===== src/design/sram_host_cfg.svh =====
// Timing constants and widths for the one-bit static memory controller
`ifndef SRAM_HOST_CFG_SVH
`define SRAM_HOST_CFG_SVH
`define ADDR_W 18
`define CLK_PERIOD_NS 25
// Read access time, address valid to data valid, ns
`define T_ACCESS_NS 45
// Write pulse width, ns
`define T_WPULSE_NS 40
// Data setup to write end, ns
`define T_DSETUP_NS 25
// Access rounds up to whole cycles, plus one for sampling margin
`define RD_CYC ((`T_ACCESS_NS + `CLK_PERIOD_NS - 1) / `CLK_PERIOD_NS + 1)
`define WR_CYC ((`T_WPULSE_NS + `CLK_PERIOD_NS - 1) / `CLK_PERIOD_NS)
`define CNT_W 4
`define CNT_ZERO 4'h0
`define CNT_ONE 4'h1
`endif


===== src/design/sram_host_pkg.sv =====
// Types for the one-bit static memory controller
package sram_host_pkg;
    typedef enum logic [1:0] {
        ST_IDLE,
        ST_READ,
        ST_WRITE,
        ST_RECOVER
    } state_t;
    typedef struct packed {
        logic cs_n;
        logic we_n;
        logic [17:0] addr;
        logic din;
    } mem_pins_t;
endpackage


===== src/design/sram_host.sv =====
// Controller driving an asynchronous 256K x 1 static memory through its pins
`include "sram_host_cfg.svh"

////////////////////////////////////////////////////////////////////////////////
// Summary of operation
// - A write lasts only while select and strobe are both low.
// - Input data setup and hold referenced to the edge ending the write.
// - Strobe stays high throughout every read.
// - Held-low select lets back-to-back reads follow address changes.
// - Address is valid no later than select falling.
module sram_host (
    input wire logic clk,
    input wire logic rst_n,
    input wire logic req_valid,
    input wire logic req_write,
    input wire logic [`ADDR_W-1:0] req_addr,
    input wire logic req_data,
    output logic req_ready,
    output logic rsp_valid,
    output logic rsp_data,
    output sram_host_pkg::mem_pins_t mem,
    input wire logic mem_dout
);
    sram_host_pkg::state_t state_q, state_d;
    logic [`CNT_W-1:0] cnt_q, cnt_d;
    logic rsp_valid_d, rsp_data_d, req_ready_d;
    sram_host_pkg::mem_pins_t mem_d;

    wire take = req_valid & req_ready;
    wire cnt_done = (cnt_q == `CNT_ONE);
    // Reads chain with select held low; a write after a read also starts with select still low
    wire chain_rd = take & ~req_write;

    ////////////////////////////////////////////////////////////////////////////
    always_comb begin
        state_d = state_q;
        cnt_d = cnt_q;
        mem_d = mem;
        rsp_valid_d = 1'b0;
        rsp_data_d = rsp_data;
        req_ready_d = 1'b0;
        unique case (state_q)
            sram_host_pkg::ST_IDLE: begin
                req_ready_d = 1'b1;
                if (take && req_write) begin
                    // Address, data, select and strobe all change on the same edge
                    mem_d.addr = req_addr;
                    mem_d.din = req_data;
                    mem_d.cs_n = 1'b0;
                    mem_d.we_n = 1'b0;
                    cnt_d = `CNT_W'(`WR_CYC);
                    state_d = sram_host_pkg::ST_WRITE;
                    req_ready_d = 1'b0;
                end else if (chain_rd) begin
                    mem_d.addr = req_addr;
                    mem_d.cs_n = 1'b0;
                    mem_d.we_n = 1'b1;
                    cnt_d = `CNT_W'(`RD_CYC);
                    state_d = sram_host_pkg::ST_READ;
                    req_ready_d = 1'b0;
                end else begin
                    mem_d.cs_n = 1'b1;
                    mem_d.we_n = 1'b1;
                end
            end
            sram_host_pkg::ST_READ: begin
                cnt_d = cnt_q - `CNT_ONE;
                if (cnt_done) begin
                    rsp_valid_d = 1'b1;
                    rsp_data_d = mem_dout;
                    state_d = sram_host_pkg::ST_IDLE;
                    req_ready_d = 1'b1;
                    // Select stays low into the next read if one follows
                    cnt_d = `CNT_ZERO;
                end
            end
            sram_host_pkg::ST_WRITE: begin
                cnt_d = cnt_q - `CNT_ONE;
                if (cnt_done) begin
                    // Strobe rises first; data and address held past it
                    mem_d.we_n = 1'b1;
                    state_d = sram_host_pkg::ST_RECOVER;
                end
            end
            sram_host_pkg::ST_RECOVER: begin
                mem_d.cs_n = 1'b1;
                req_ready_d = 1'b1;
                state_d = sram_host_pkg::ST_IDLE;
            end
        endcase
    end

    ////////////////////////////////////////////////////////////////////////////
    always_ff @(posedge clk) begin
        if (!rst_n) begin
            state_q <= sram_host_pkg::ST_IDLE;
            cnt_q <= `CNT_ZERO;
            mem <= '{cs_n: 1'b1, we_n: 1'b1, addr: '0, din: 1'b0};
            rsp_valid <= 1'b0;
            rsp_data <= 1'b0;
            req_ready <= 1'b0;
        end else begin
            state_q <= state_d;
            cnt_q <= cnt_d;
            mem <= mem_d;
            rsp_valid <= rsp_valid_d;
            rsp_data <= rsp_data_d;
            req_ready <= req_ready_d;
        end
    end

    ////////////////////////////////////////////////////////////////////////////
    a_read_strobe_high: assert property (@(posedge clk) disable iff (!rst_n)
        state_q == sram_host_pkg::ST_READ |-> mem.we_n)
        else $error("strobe low during read");
    a_write_selected: assert property (@(posedge clk) disable iff (!rst_n)
        !mem.we_n |-> !mem.cs_n)
        else $error("strobe low without select");
    a_write_width: assert property (@(posedge clk) disable iff (!rst_n)
        $fell(mem.we_n) |-> !mem.we_n [*2] ##1 mem.we_n)
        else $error("write pulse width wrong");
    a_write_hold: assert property (@(posedge clk) disable iff (!rst_n)
        $rose(mem.we_n) |-> $stable(mem.din) && $stable(mem.addr) && !mem.cs_n)
        else $error("data or address moved at write end");
    a_read_addr_stable: assert property (@(posedge clk) disable iff (!rst_n)
        state_q == sram_host_pkg::ST_READ && $past(state_q) == sram_host_pkg::ST_READ
        |-> $stable(mem.addr))
        else $error("address changed during read");
    a_read_latency: assert property (@(posedge clk) disable iff (!rst_n)
        state_q == sram_host_pkg::ST_IDLE && chain_rd |-> ##4 (rsp_valid && req_ready))
        else $error("read response late");
    a_idle_deselect: assert property (@(posedge clk) disable iff (!rst_n)
        $past(state_q) == sram_host_pkg::ST_RECOVER |-> mem.cs_n)
        else $error("select held after write");
    a_ready_single: assert property (@(posedge clk) disable iff (!rst_n)
        rsp_valid |-> req_ready)
        else $error("not ready after read");

    ////////////////////////////////////////////////////////////////////////////
    // Reset and hand-off checks
    // The reset-value check runs without disable so the reset values themselves are covered
    a_reset_pins_idle: assert property (@(posedge clk)
        !rst_n |=> mem.cs_n && mem.we_n && !req_ready && !rsp_valid)
        else $error("pins not idle after reset");
    a_first_ready: assert property (@(posedge clk) disable iff (!rst_n)
        $rose(rst_n) |=> req_ready)
        else $error("not ready after reset release");
    a_ready_only_idle: assert property (@(posedge clk) disable iff (!rst_n)
        req_ready |-> state_q == sram_host_pkg::ST_IDLE)
        else $error("ready outside idle");
    a_take_in_idle: assert property (@(posedge clk) disable iff (!rst_n)
        take |-> state_q == sram_host_pkg::ST_IDLE)
        else $error("request taken while busy");

    // Pin values launched by a taken request, address held while busy, deselected when none is taken
    a_take_read_pins: assert property (@(posedge clk) disable iff (!rst_n)
        take && !req_write |=> !mem.cs_n && mem.we_n && mem.addr == $past(req_addr))
        else $error("read pins wrong after take");
    a_take_write_pins: assert property (@(posedge clk) disable iff (!rst_n)
        take && req_write |=> !mem.cs_n && !mem.we_n && mem.addr == $past(req_addr)
        && mem.din == $past(req_data))
        else $error("write pins wrong after take");
    a_busy_addr_held: assert property (@(posedge clk) disable iff (!rst_n)
        req_valid && !req_ready |=> $stable(mem.addr))
        else $error("address moved while busy");
    a_idle_deselect_next: assert property (@(posedge clk) disable iff (!rst_n)
        state_q == sram_host_pkg::ST_IDLE && !take |=> mem.cs_n && mem.we_n)
        else $error("select held in idle");

    // Write pulse shape; the strobe ends the write, select lifts after
    a_write_pins_stable: assert property (@(posedge clk) disable iff (!rst_n)
        !mem.we_n && $past(!mem.we_n) |-> $stable(mem.din) && $stable(mem.addr))
        else $error("data moved inside write");
    a_recover_strobe_high: assert property (@(posedge clk) disable iff (!rst_n)
        state_q == sram_host_pkg::ST_RECOVER |-> mem.we_n && !mem.cs_n)
        else $error("recover pins wrong");
    a_write_end_hold: assert property (@(posedge clk) disable iff (!rst_n)
        $rose(mem.we_n) |=> $stable(mem.addr) && $stable(mem.din))
        else $error("hold after write end broken");
    a_deselect_after_write: assert property (@(posedge clk) disable iff (!rst_n)
        $rose(mem.we_n) |=> mem.cs_n)
        else $error("select not lifted after write");
    a_write_cycle_length: assert property (@(posedge clk) disable iff (!rst_n)
        take && req_write |-> ##4 req_ready)
        else $error("write cycle length wrong");

    // Read side: select low, one-cycle response, data held between reads
    a_read_selected: assert property (@(posedge clk) disable iff (!rst_n)
        state_q == sram_host_pkg::ST_READ |-> !mem.cs_n)
        else $error("select high during read");
    a_rsp_one_cycle: assert property (@(posedge clk) disable iff (!rst_n)
        rsp_valid |=> !rsp_valid)
        else $error("response longer than one cycle");
    a_rsp_in_idle: assert property (@(posedge clk) disable iff (!rst_n)
        rsp_valid |-> state_q == sram_host_pkg::ST_IDLE)
        else $error("response outside idle");
    a_rsp_data_hold: assert property (@(posedge clk) disable iff (!rst_n)
        $changed(rsp_data) |-> rsp_valid)
        else $error("read data moved without response");
    a_cnt_bounded: assert property (@(posedge clk) disable iff (!rst_n)
        cnt_q <= `CNT_W'(`RD_CYC))
        else $error("wait counter out of range");

    c_read: cover property (@(posedge clk) disable iff (!rst_n) rsp_valid);
    c_write: cover property (@(posedge clk) disable iff (!rst_n) $rose(mem.we_n));
    c_chained: cover property (@(posedge clk) disable iff (!rst_n)
        rsp_valid ##1 (state_q == sram_host_pkg::ST_READ && !mem.cs_n));
    c_write_after_read: cover property (@(posedge clk) disable iff (!rst_n)
        rsp_valid ##1 (state_q == sram_host_pkg::ST_WRITE));
endmodule // sram_host


===== config.mk =====
export PLATFORM = sky130hd
export DESIGN_NAME = sram_host
export DESIGN_NICKNAME = d
export VERILOG_FILES = /design/src/design/sram_host_pkg.sv /design/src/design/sram_host.sv
export VERILOG_INCLUDE_DIRS = /design/src /design/src/design
export SDC_FILE = /design/constraint.sdc
export NUM_CORES = 1
export LEC_CHECK = 0
export BUFFER_PORTS_ARGS = -buffer_cell sky130_fd_sc_hd__buf_4
export CAP_MARGIN = 10
export CORE_MARGIN = 2
export CORE_UTILIZATION = 49
export CTS_CLUSTER_DIAMETER = 200
export DETAILED_ROUTE_END_ITERATION = 12
export PLACE_DENSITY_LB_ADDON = 0.1
export RECOVER_POWER = 25
export SYNTH_ARGS = -nofsm -noshare
export SYNTH_HDL_FRONTEND = slang
export SYNTH_SLANG_ARGS = --single-unit

===== constraint.sdc =====
create_clock -name clk -period 4.45 [get_ports clk]
set_input_delay 0.445 -clock clk [delete_from_list [all_inputs] [get_ports clk]]
set_output_delay 0.445 -clock clk [all_outputs]
set_load 0.01 [all_outputs]

==> impl_metrics.csv, run 1 <==
group,metric,value,unit
global_route,grt_max_degree,27,
sta,slew_violations,0,
worst_setup_path,critical_path.max_stage_delay,0.40,ns
sta,relSlewSlack,0.530,
run_status,status,"finished clean",
global_route,grt_pass1_vias,1231,
sta,clock.fmax,0.580,GHz
global_route,grt_use_total,0.223,
clock_network,post_cts_buffers,0,
place,hpwl,2250,um
yosys,yosys_register_bits,30,
sta,worst_slew_pin_slew,0.701,ns
yosys,synth_top_area_share,0.461,
global_route,antenna_found_initial,0,
finish,n_antenna_cell,0,
sta,period_share,0.388,
clock_network,clock-root-buffer,"clkbuf_4",
worst_setup_path,crit_chain,"inv_1 > ha_1 > o21ai_0 > a31oi_1 > a31oi_1 > a21oi_1",
global_route,grt_pass1_wl,5420,um
finish,finalNonFillerCells,239,
drt,via_per_inst,5.43,
drt,detail_route.first_pass.iterations,5,
drt,routed_wl,3190,um
finish,drive_gt1_frac,0.220,
drt,drtAntennaViolNets,0,
place,routabilityCongestion,0.942,
yosys,synth_ff_type,"dfxtp_1",
clock_network,htreeDepth,2,
die,ios,48,
worst_setup_path,worstSetupStartpointType,"flip-flop",
pwr,p_leak,0.720,nW
worst_setup_path,cp-end-kind,"flip-flop",
finish,finalNetCount,240,
hold_path,min_path_type,"in2reg",
place,numPortBuffers,47,
die,placementRows,18,
pwr,peakVddDrop,0.000503,V
yosys,yosysWarningCount,0,
worst_setup_path,arrival,1.98,ns
clock_network,ctsResizeCount,0,
sta,hold_violations,0,
sta,setup-tns-final,0,ns
yosys,yosys.cell_types.count,32,
clock_network,clk_path_buf_depth,2,
sta,setup_viol,0,
worst_setup_path,crit_required,4.71,ns
yosys,synth_edf_count,0,
die,coreArea,2500,sq um
sta,rsz0062_at_grt,"no",
drt,drc,0,
clock_network,cts_tree,"yes",
yosys,synth-seq-area-share,0.461,
die,chipHeight,55.6,um
worst_setup_path,slowest_stage,"dfxtp_1",
sta,fin_crit,1.72,ns
drt,drtIter0Drc,39,
sta,finalWorstSetupSlack,2.73,ns
job,drv_cap,0,
clock_network,clock_latency,0.34,ns
yosys,synth.most_common_cell,"nand2_1",
finish,area_delta_synth_final,33.0,%
worst_setup_path,path_common_cell,"a31oi_1",
pwr,pwr_density_cell,545,nW/um^2
die,start_util,0.522,
yosys,yosys.area.top_type,"dfxtp_1",
yosys,synth-async-reset-ratio,0,
drt,vias,1298,
worst_setup_path,worstSetupPathType,"reg2reg",
die,die-area,3090,sq um
global_route,overflow,0,
drt,routedWlPerCell,13.3,um
clock_network,cts_hold_buf,0,
sta,fin_worst_skew,0.00407,ns
yosys,synth_common_cells,"nand2_1 (41), dfxtp_1 (30), a21oi_1 (23)",
clock_network,cts.sinks,30,
clock_network,numCtsBuffers,5,
worst_setup_path,crit_fanout,5,
die,die_x,55.6,um
yosys,avgSynthCellArea,8.20,sq um
yosys,synthCells,159,
place,place_inst,231,
yosys,synth_area,1300,sq um
yosys,syn_nets,191,
yosys,synth_area_leaders,"dfxtp_1 (46%), nand2_1 (12%), a21oi_1 (8.8%)",
place,pre_cts_ws,2.74,ns
clock_network,path_clk_slew,0.10,ns
-- where the power goes --
part	internal, W	switching [W]
logic	0.000131	0.000179
registers	0.000310	0.0000332
clock network	0.000190	0.000100
total	0.000632	0.000313
-- kinds of logic (layout without fill, tap and decap cells) --
logic type	after synthesis	in the layout	synth area share
adder cells (fa/ha/maj)	8	8	0.0768
flip-flops	30	30	0.461
buffers and inverters	11	61	0.0345
AO/OA/AOI/OAI	41	41	0.186
multiplexers	1	1	0.00768
AND/OR/NAND/NOR	68	68	0.234
-- registers in the layout, summed over array words and instances (netlist names) --
| name | count |
|---|---|
| mem | 21 |
| cnt_q | 4 |
| state_q | 2 |
| req_ready | 1 |
| rsp_data | 1 |
| rsp_valid | 1 |
-- critical path: cells and delay by family, from the launching register on --
kind,cells,cell delay [ns]
AO/OA/AOI/OAI,4,0.75
adder cells (fa/ha/maj),1,0.39
buffers and inverters,1,0.12
flip-flops,1,0.40
-- placed cells by master, fill, tap and decap left out --
master     netlist  routed
inv_1            5       5
a311oi_1         1       1
nand4_1          1       1
o2111ai_1        1       1
and3_1           2       2
o211a_1          1       1
nor2b_1          4       4
nand3_1          5       5
or3b_1           1       1
mux2i_1          1       1
a21boi_2         1       1
nor4b_1          1       1
dfxtp_1         30      30
clkbuf_8         0       1
nor2_1           6       6
nand2_1         41      41
clkinv_1         1       1
a21oi_1         23      23
ha_1             8       8
o21a_1           1       1
buf_4            0      34
nor3_1           2       2
nor4_1           1       1
nor3b_1          1       1
o31ai_1          2       2
a21oi_2          1       1
clkbuf_4         0       5
o211ai_1         1       1
clkbuf_1         2      13
bufinv_16        0       2
or2_2            2       2
o21ai_0          6       6
or3_1            1       1
a211oi_1         1       1
a31oi_1          2       2
-- per-stage QoR --
step                hold slack, ns  cell area, sq um   util  total power (W)
finish                       0.336              1730  0.694         0.000945
global route                 0.328              1730  0.694          0.00100
CTS                          0.326              1780  0.713         0.000955
detailed placement           0.449              1670  0.669         0.000665
global placement             0.444              1670  0.669         0.000645
floorplan                    0.462              1300      -         0.000555
-- metal layers --
layer,vias to the layer above,GRT usage,wire [um]
li1,639,-,-
met1,593,0.246,1300
met2,56,0.371,1570
met3,10,0.0721,246
met4,0,0.132,70
met5,-,0,0
-- layout make-up --
cell class / count / area (sq um)
tap: 30 / 37.5
clock buffer: 6 / 51.3
fill: 218 / 766
sequential: 30 / 601
inverter: 6 / 22.5
clock inverter: 2 / 60.1
timing repair buffer: 47 / 304
multi-input combinational: 118 / 658
-- worst paths after layout --
path	cells after the start	end	start	slack [ns]
worst max-delay path	6	cnt_q[3]	state_q[1]	2.73
worst min-delay path	3	rsp_data	mem_dout	0.34
worst max register to register	6	cnt_q[3]	state_q[1]	2.73
worst min register to register	2	mem[8]	mem[8]	0.46
Power figures use the tool's default switching activity.
==> run 2, diff against run 1 <==
--- a/config.mk
+++ b/config.mk
@@ -6,10 +6,11 @@
 export SDC_FILE = /design/constraint.sdc
 export NUM_CORES = 1
 export LEC_CHECK = 0
+export ABC_AREA = 1
 export BUFFER_PORTS_ARGS = -buffer_cell sky130_fd_sc_hd__buf_4
 export CAP_MARGIN = 10
 export CORE_MARGIN = 2
-export CORE_UTILIZATION = 49
+export CORE_UTILIZATION = 43
 export CTS_CLUSTER_DIAMETER = 200
 export DETAILED_ROUTE_END_ITERATION = 12
 export PLACE_DENSITY_LB_ADDON = 0.1
==> constraint.sdc (replaced) <==
create_clock -name clk -period 1.5 [get_ports clk]
set_input_delay 0.15 -clock clk [delete_from_list [all_inputs] [get_ports clk]]
set_output_delay 0.15 -clock clk [all_outputs]
set_load 0.01 [all_outputs]
==> run 2 against run 1 <==
  * Register-to-register slack lost 2.6 ns
  * Non-clock buffer count grew 1
  * Sequential power increased to 3.3 times the previous value
  * Clock skew grew 0.0059 ns
  * Largest cell class unchanged
  * Worst setup slack worse by 2.6 ns
  * Utilization is 12 points lower
  * Critical path type unchanged
  * Power grew to 3.2 times the previous value
==> impl_metrics.csv, run 2 <==
group,metric,value,unit
pwr,pwr_density_cell,1770,nW/um^2
global_route,antenna_found_initial,0,
worst_setup_path,cp-end-kind,"flip-flop",
yosys,muxShareOfSynthArea,0,
sta,worst_slew_pin_slew,0.226,ns
clock_network,cts.sinks,30,
place,pre_cts_ws,0.0200,ns
sta,relSlewSlack,0.850,
sta,fin_crit,1.38,ns
global_route,grt_max_degree,26,
worst_setup_path,reg2reg_slack,0.12,ns
global_route,grt_pass1_wl,4750,um
yosys,yosys.cell_types.count,18,
finish,largestRegisters,"mem (21), cnt_q (4), state_q (2)",
job,drv_cap,0,
drt,detail_route.first_pass.iterations,4,
yosys,yosys.area.top_type,"dfxtp_1",
sta,fin_worst_skew,0.00993,ns
yosys,avgSynthCellArea,7.37,sq um
hold_path,min_path_type,"in2reg",
die,chipHeight,59.4,um
drt,via_per_inst,4.73,
drt,routed_wl,2890,um
finish,layout_commonest_cell,"nor2_1",
worst_setup_path,crit_required,1.76,ns
drt,drtAntennaViolNets,0,
sta,whs,0.0392,ns
yosys,synth_edf_count,0,
sta,finalWorstSetupSlack,0.124,ns
yosys,synth_ff_type,"dfxtp_1",
die,start_util,0.443,
yosys,yosys_register_bits,30,
clock_network,cts_tree,"yes",
sta,setup-tns-final,0,ns
place,hpwl,2180,um
die,die-area,3530,sq um
clock_network,path_clk_slew,0.10,ns
yosys,yosysWarningCount,0,
die,ios,48,
sta,clock.fmax,0.727,GHz
drt,drc,0,
yosys,synth_top_family_by_area,"simple AND/OR/NAND/NOR gates",
yosys,synth-simple-area-share,0.274,
yosys,synth_area_leaders,"dfxtp_1 (45%), nor2_1 (13%), ha_1 (7.6%)",
yosys,synth_top_area_share,0.455,
yosys,synth_compound_area_frac,0.110,
run_status,status,"finished clean",
finish,most-common-layout-cells,"nor2_1 (46), buf_4 (34), dfxtp_1 (29), nand2_1 (25), inv_1 (16)",
finish,largest_reg_flops,21,
clock_network,clock-root-buffer,"clkbuf_4",
global_route,grt_use_total,0.187,
yosys,synthCells,179,
finish,largest_register,"mem",
sta,rsz0062_at_grt,"no",
drt,routedWlPerCell,11.0,um
yosys,synth-seq-area-share,0.455,
clock_network,post_cts_buffers,0,
yosys,synth-async-reset-ratio,0,
worst_setup_path,worstSetupStartpointType,"flip-flop",
yosys,synth.most_common_cell,"nor2_1",
yosys,synth_common_cells,"nor2_1 (46), dfxtp_1 (30), nand2_1 (26)",
clock_network,cts_hold_buf,0,
place,numPortBuffers,47,
worst_setup_path,arrival,1.63,ns
yosys,synth_area,1320,sq um
finish,area_delta_synth_final,30.1,%
yosys,synthXorXnorAreaFrac,0,
clock_network,clk_path_buf_depth,2,
yosys,synth_fa_ha_area_frac,0.0758,
clock_network,htreeDepth,2,
worst_setup_path,worstSetupPathType,"reg2reg",
drt,drtIter0Drc,40,
drt,vias,1244,
sta,period_share,0.917,
worst_setup_path,crit_fanout,18,
pwr,p_leak,0.844,nW
sta,setup_viol,0,
pwr,peakVddDrop,0.000827,V
yosys,syn_nets,211,
global_route,overflow,0,
sta,hold_violations,0,
die,coreArea,2980,sq um
place,routabilityCongestion,0.799,
finish,finalNetCount,261,
finish,n_antenna_cell,0,
finish,drive_gt1_frac,0.222,
finish,fin_util,0.577,
die,die_x,59.4,um
sta,slew_violations,0,
global_route,grt_pass1_vias,1111,
die,placementRows,20,
clock_network,numCtsBuffers,5,
clock_network,clock_latency,0.32,ns
==> run 2: cell count changes after synthesis, sizes merged, moves of 4 or more <==
cell and change:
nor2 +42, a21oi -17, o21ai +16, nand2 -14
inv +13, nand3 +5, nor2b -4
==> run 2: kinds of logic (layout without fill, tap and decap cells) <==
family          count (synthesis)  in the layout
compound gates                 29             29
flops                          30             30
fa+ha+maj                       8              8
simple gates                   89             89
buf+inv                        23             74
==> run 2: report_power, final <==
part / internal [W] / leakage (nW) / switching, W
combinational: 0.000554 / 0.564 / 0.000859
clock: 0.000225 / 0.0343 / 0.000271
sequential: 0.00101 / 0.246 / 0.000117
==> run 2: repair_timing <==
| action | in CTS | in global routing |
|---|---|---|
| gates resized for setup | 0 | 6 |
| hold endpoints to repair | 0 | 0 |
| setup endpoints to repair | 0 | 23 |
==> run 2: per-stage QoR <==
stage,power (W),instance area [sq um],std cells
after CTS,0.00310,1750,263
after floorplan,0.00213,1320,179
after global routing,0.00334,1720,263
after detailed placement,0.00259,1690,255
after global placement,0.00255,1690,255
final,0.00304,1720,263
==> run 2: worst paths after layout <==
path | to | start | cells past startpoint
setup / recovery | mem[14] | state_q[0] | 7
hold reg to reg | mem[20] | mem[20] | 2
hold / removal | mem[4] | req_addr[3] | 3
setup reg to reg | mem[14] | state_q[0] | 7
==> run 2: worst max-delay path, stage by stage (launching register included) <==
cell,delay (ns)
dfxtp_2,0.35
inv_1,0.13
ha_2,0.24
inv_2,0.06
nor2_4,0.17
buf_12,0.16
o21ai_0,0.08
nor2_1,0.11
==> run 2: area by class of cell <==
type | instances | area (sq um)
clock buffer | 6 | 51.3
timing repair buffer | 48 | 324
inverter | 18 | 70.1
fill | 312 | 1260
clock inverter | 2 | 12.5
tap | 33 | 41.3
sequential | 30 | 602
multi-input combinational | 126 | 617
==> run 2: layer usage <==
metal / share of wire / vias to the layer above / track usage
li1: - / 665 / -
met1: 0.45 / 540 / 0.221
met2: 0.48 / 35 / 0.286
met3: 0.059 / 4 / 0.0764
met4: 0.014 / 0 / 0.104
met5: 0 / - / 0
==> run 3, diff against run 2 <==
--- a/config.mk
+++ b/config.mk
@@ -9,7 +9,7 @@
 export ABC_AREA = 1
 export BUFFER_PORTS_ARGS = -buffer_cell sky130_fd_sc_hd__buf_4
 export CAP_MARGIN = 10
-export CORE_MARGIN = 2
+export CORE_MARGIN = 8
 export CORE_UTILIZATION = 43
 export CTS_CLUSTER_DIAMETER = 200
 export DETAILED_ROUTE_END_ITERATION = 12
==> run 3 against run 2 <==
  * Worst setup slack better by 0.0039 ns
  * Flip-flop and latch count stayed put
  * Clock power is 4% higher
  * Highest routed layer unchanged
  * Critical path depth stayed put
  * Clock-buffer cell count stayed put
  * Sequential power hardly changed
  * Clock skew is 0.0073 ns higher
  * Utilization is 0.50 points higher
==> impl_metrics.csv, run 3 (synthesis results as in run 2) <==
group,metric,value,unit
worst_setup_path,crit_required,1.77,ns
worst_setup_path,crit_fanout,9,
sta,setup-tns-final,0,ns
clock_network,cts_hold_buf,0,
pwr,peakVddDrop,0.000808,V
finish,area_delta_synth_final,31.3,%
worst_setup_path,crit_chain,"inv_1 > ha_4 > inv_2 > nor2_4 > buf_4 > o21ai_1 > nor2_1",
global_route,grt_max_degree,26,
clock_network,clock-root-buffer,"clkbuf_4",
sta,fin_worst_skew,0.0172,ns
die,ios,48,
sta,rsz0062_at_grt,"no",
job,drv_cap,0,
global_route,grt_pass1_vias,1364,
clock_network,cts_tree,"yes",
place,place_inst,256,
sta,fin_crit,1.37,ns
finish,fill_cells,292,
drt,vias,1320,
global_route,grt_util_met2,0.240,
pwr,pwr_density_cell,1820,nW/um^2
sta,setup_viol,0,
clock_network,clock_latency,0.34,ns
pwr,p_leak,0.854,nW
die,die_x,71.4,um
place,numPortBuffers,47,
global_route,grt_use_total,0.138,
finish,finalNonFillerCells,265,
sta,relSlewSlack,0.848,
finish,most-common-layout-cells,"nor2_1 (46), buf_4 (36), dfxtp_1 (30), nand2_1 (25), inv_1 (16)",
drt,detail_route.first_pass.iterations,6,
finish,largest_reg_flops,21,
finish,drive_gt1_frac,0.224,
sta,clock.fmax,0.729,GHz
die,start_util,0.443,
global_route,grt_pass1_wl,5710,um
die,die-area,5100,sq um
sta,slew_violations,0,
worst_setup_path,worstSetupStartpointType,"flip-flop",
global_route,overflow,0,
finish,layout_commonest_cell,"nor2_1",
worst_setup_path,arrival,1.64,ns
die,placementRows,20,
drt,routedWlPerCell,12.9,um
worst_setup_path,cp-end-kind,"flip-flop",
clock_network,path_clk_slew,0.11,ns
clock_network,cts.sinks,30,
worst_setup_path,slowest_stage,"dfxtp_1",
drt,drtAntennaViolNets,0,
clock_network,post_cts_buffers,0,
drt,via_per_inst,4.98,
clock_network,clk_path_buf_depth,2,
place,routabilityCongestion,0.797,
clock_network,numCtsBuffers,5,
die,chipHeight,71.4,um
finish,finalNetCount,263,
sta,hold_violations,0,
global_route,use_met3,0.0558,
worst_setup_path,worstSetupPathType,"reg2reg",
global_route,antenna_found_initial,0,
clock_network,ctsResizeCount,0,
sta,worst_slew_pin_slew,0.228,ns
finish,largest_register,"mem",
drt,routed_wl,3410,um
global_route,met1_usage,0.141,
worst_setup_path,critical_path.max_stage_delay,0.35,ns
finish,n_antenna_cell,0,
die,coreArea,2980,sq um
finish,largestRegisters,"mem (21), cnt_q (4), state_q (2)",
global_route,busiest_layer,"met2",
drt,drtIter0Drc,80,
place,hpwl,2550,um
drt,drc,0,
run_status,status,"finished clean",
hold_path,min_path_type,"in2reg",
clock_network,htreeDepth,2,
sta,period_share,0.914,
[run 3: cell count changes in the layout (fill, tap and decap cells not counted)]
| cell | delta |
|---|---|
| ha_2 | -1 |
| dfxtp_2 | -1 |
| buf_12 | -1 |
| dfxtp_1 | +1 |
| buf_4 | +2 |
| buf_6 | +1 |
| ha_4 | +1 |
[run 3: worst paths after layout]
check             slack (ns)   startpoint  cells past startpoint       to
hold / removal          0.03  req_addr[0]                      3   mem[1]
setup / recovery        0.13   state_q[1]                      7   mem[6]
hold reg to reg         0.48      mem[20]                      2  mem[20]
setup reg to reg        0.13   state_q[1]                      7   mem[6]
[run 3: per-layer routing]
layer  up-vias  share of wire
li1        672              -
met1       613           0.42
met2        29           0.51
met3         6          0.056
met4         0          0.015
met5         -              0
[run 3: critical path: cells and delay by family, from the launching register on]
family / cells / cell delay (ns)
AOI/OAI and AO/OA: 1 / 0.07
and+or+nand+nor: 2 / 0.29
buffers and inverters: 3 / 0.42
DFF: 1 / 0.35
adders and majority gates: 1 / 0.18
[run 3: cell type report]
type,count,area (sq um),area share
timing repair buffer,50,330,0.191
inverter,18,70.1,0.0404
clock inverter,2,12.5,0.00722
clock buffer,6,51.3,0.0296
tap,33,41.3,0.0238
multi-input combinational,126,627,0.362
sequential,30,601,0.347
[run 3: report_power, final]
part | internal (W) | switching (W) | total [W] | leakage (nW)
clock | 0.000225 | 0.000289 | 0.000514 | 0.0343
combinational | 0.000599 | 0.000911 | 0.00151 | 0.575
sequential | 0.00101 | 0.000115 | 0.00112 | 0.245
[run 3: per-stage QoR]
| stage | setup WS [ns] | hold WS [ns] | total power [W] | instance area, sq um | utilization |
|---|---|---|---|---|---|
| 6_report | 0.128 | 0.0259 | 0.00315 | 1730 | 0.582 |
| 5_1_grt | 0.00174 | 0.0275 | 0.00344 | 1730 | 0.582 |
| 2_1_floorplan | 0.191 | 0.273 | 0.00213 | 1320 | - |
| 3_5_place_dp | 0.0981 | 0.380 | 0.00261 | 1680 | 0.566 |
| 3_3_place_gp | 0.162 | 0.371 | 0.00256 | 1680 | 0.566 |
| 4_1_cts | 0.0753 | 0.0153 | 0.00313 | 1750 | 0.587 |
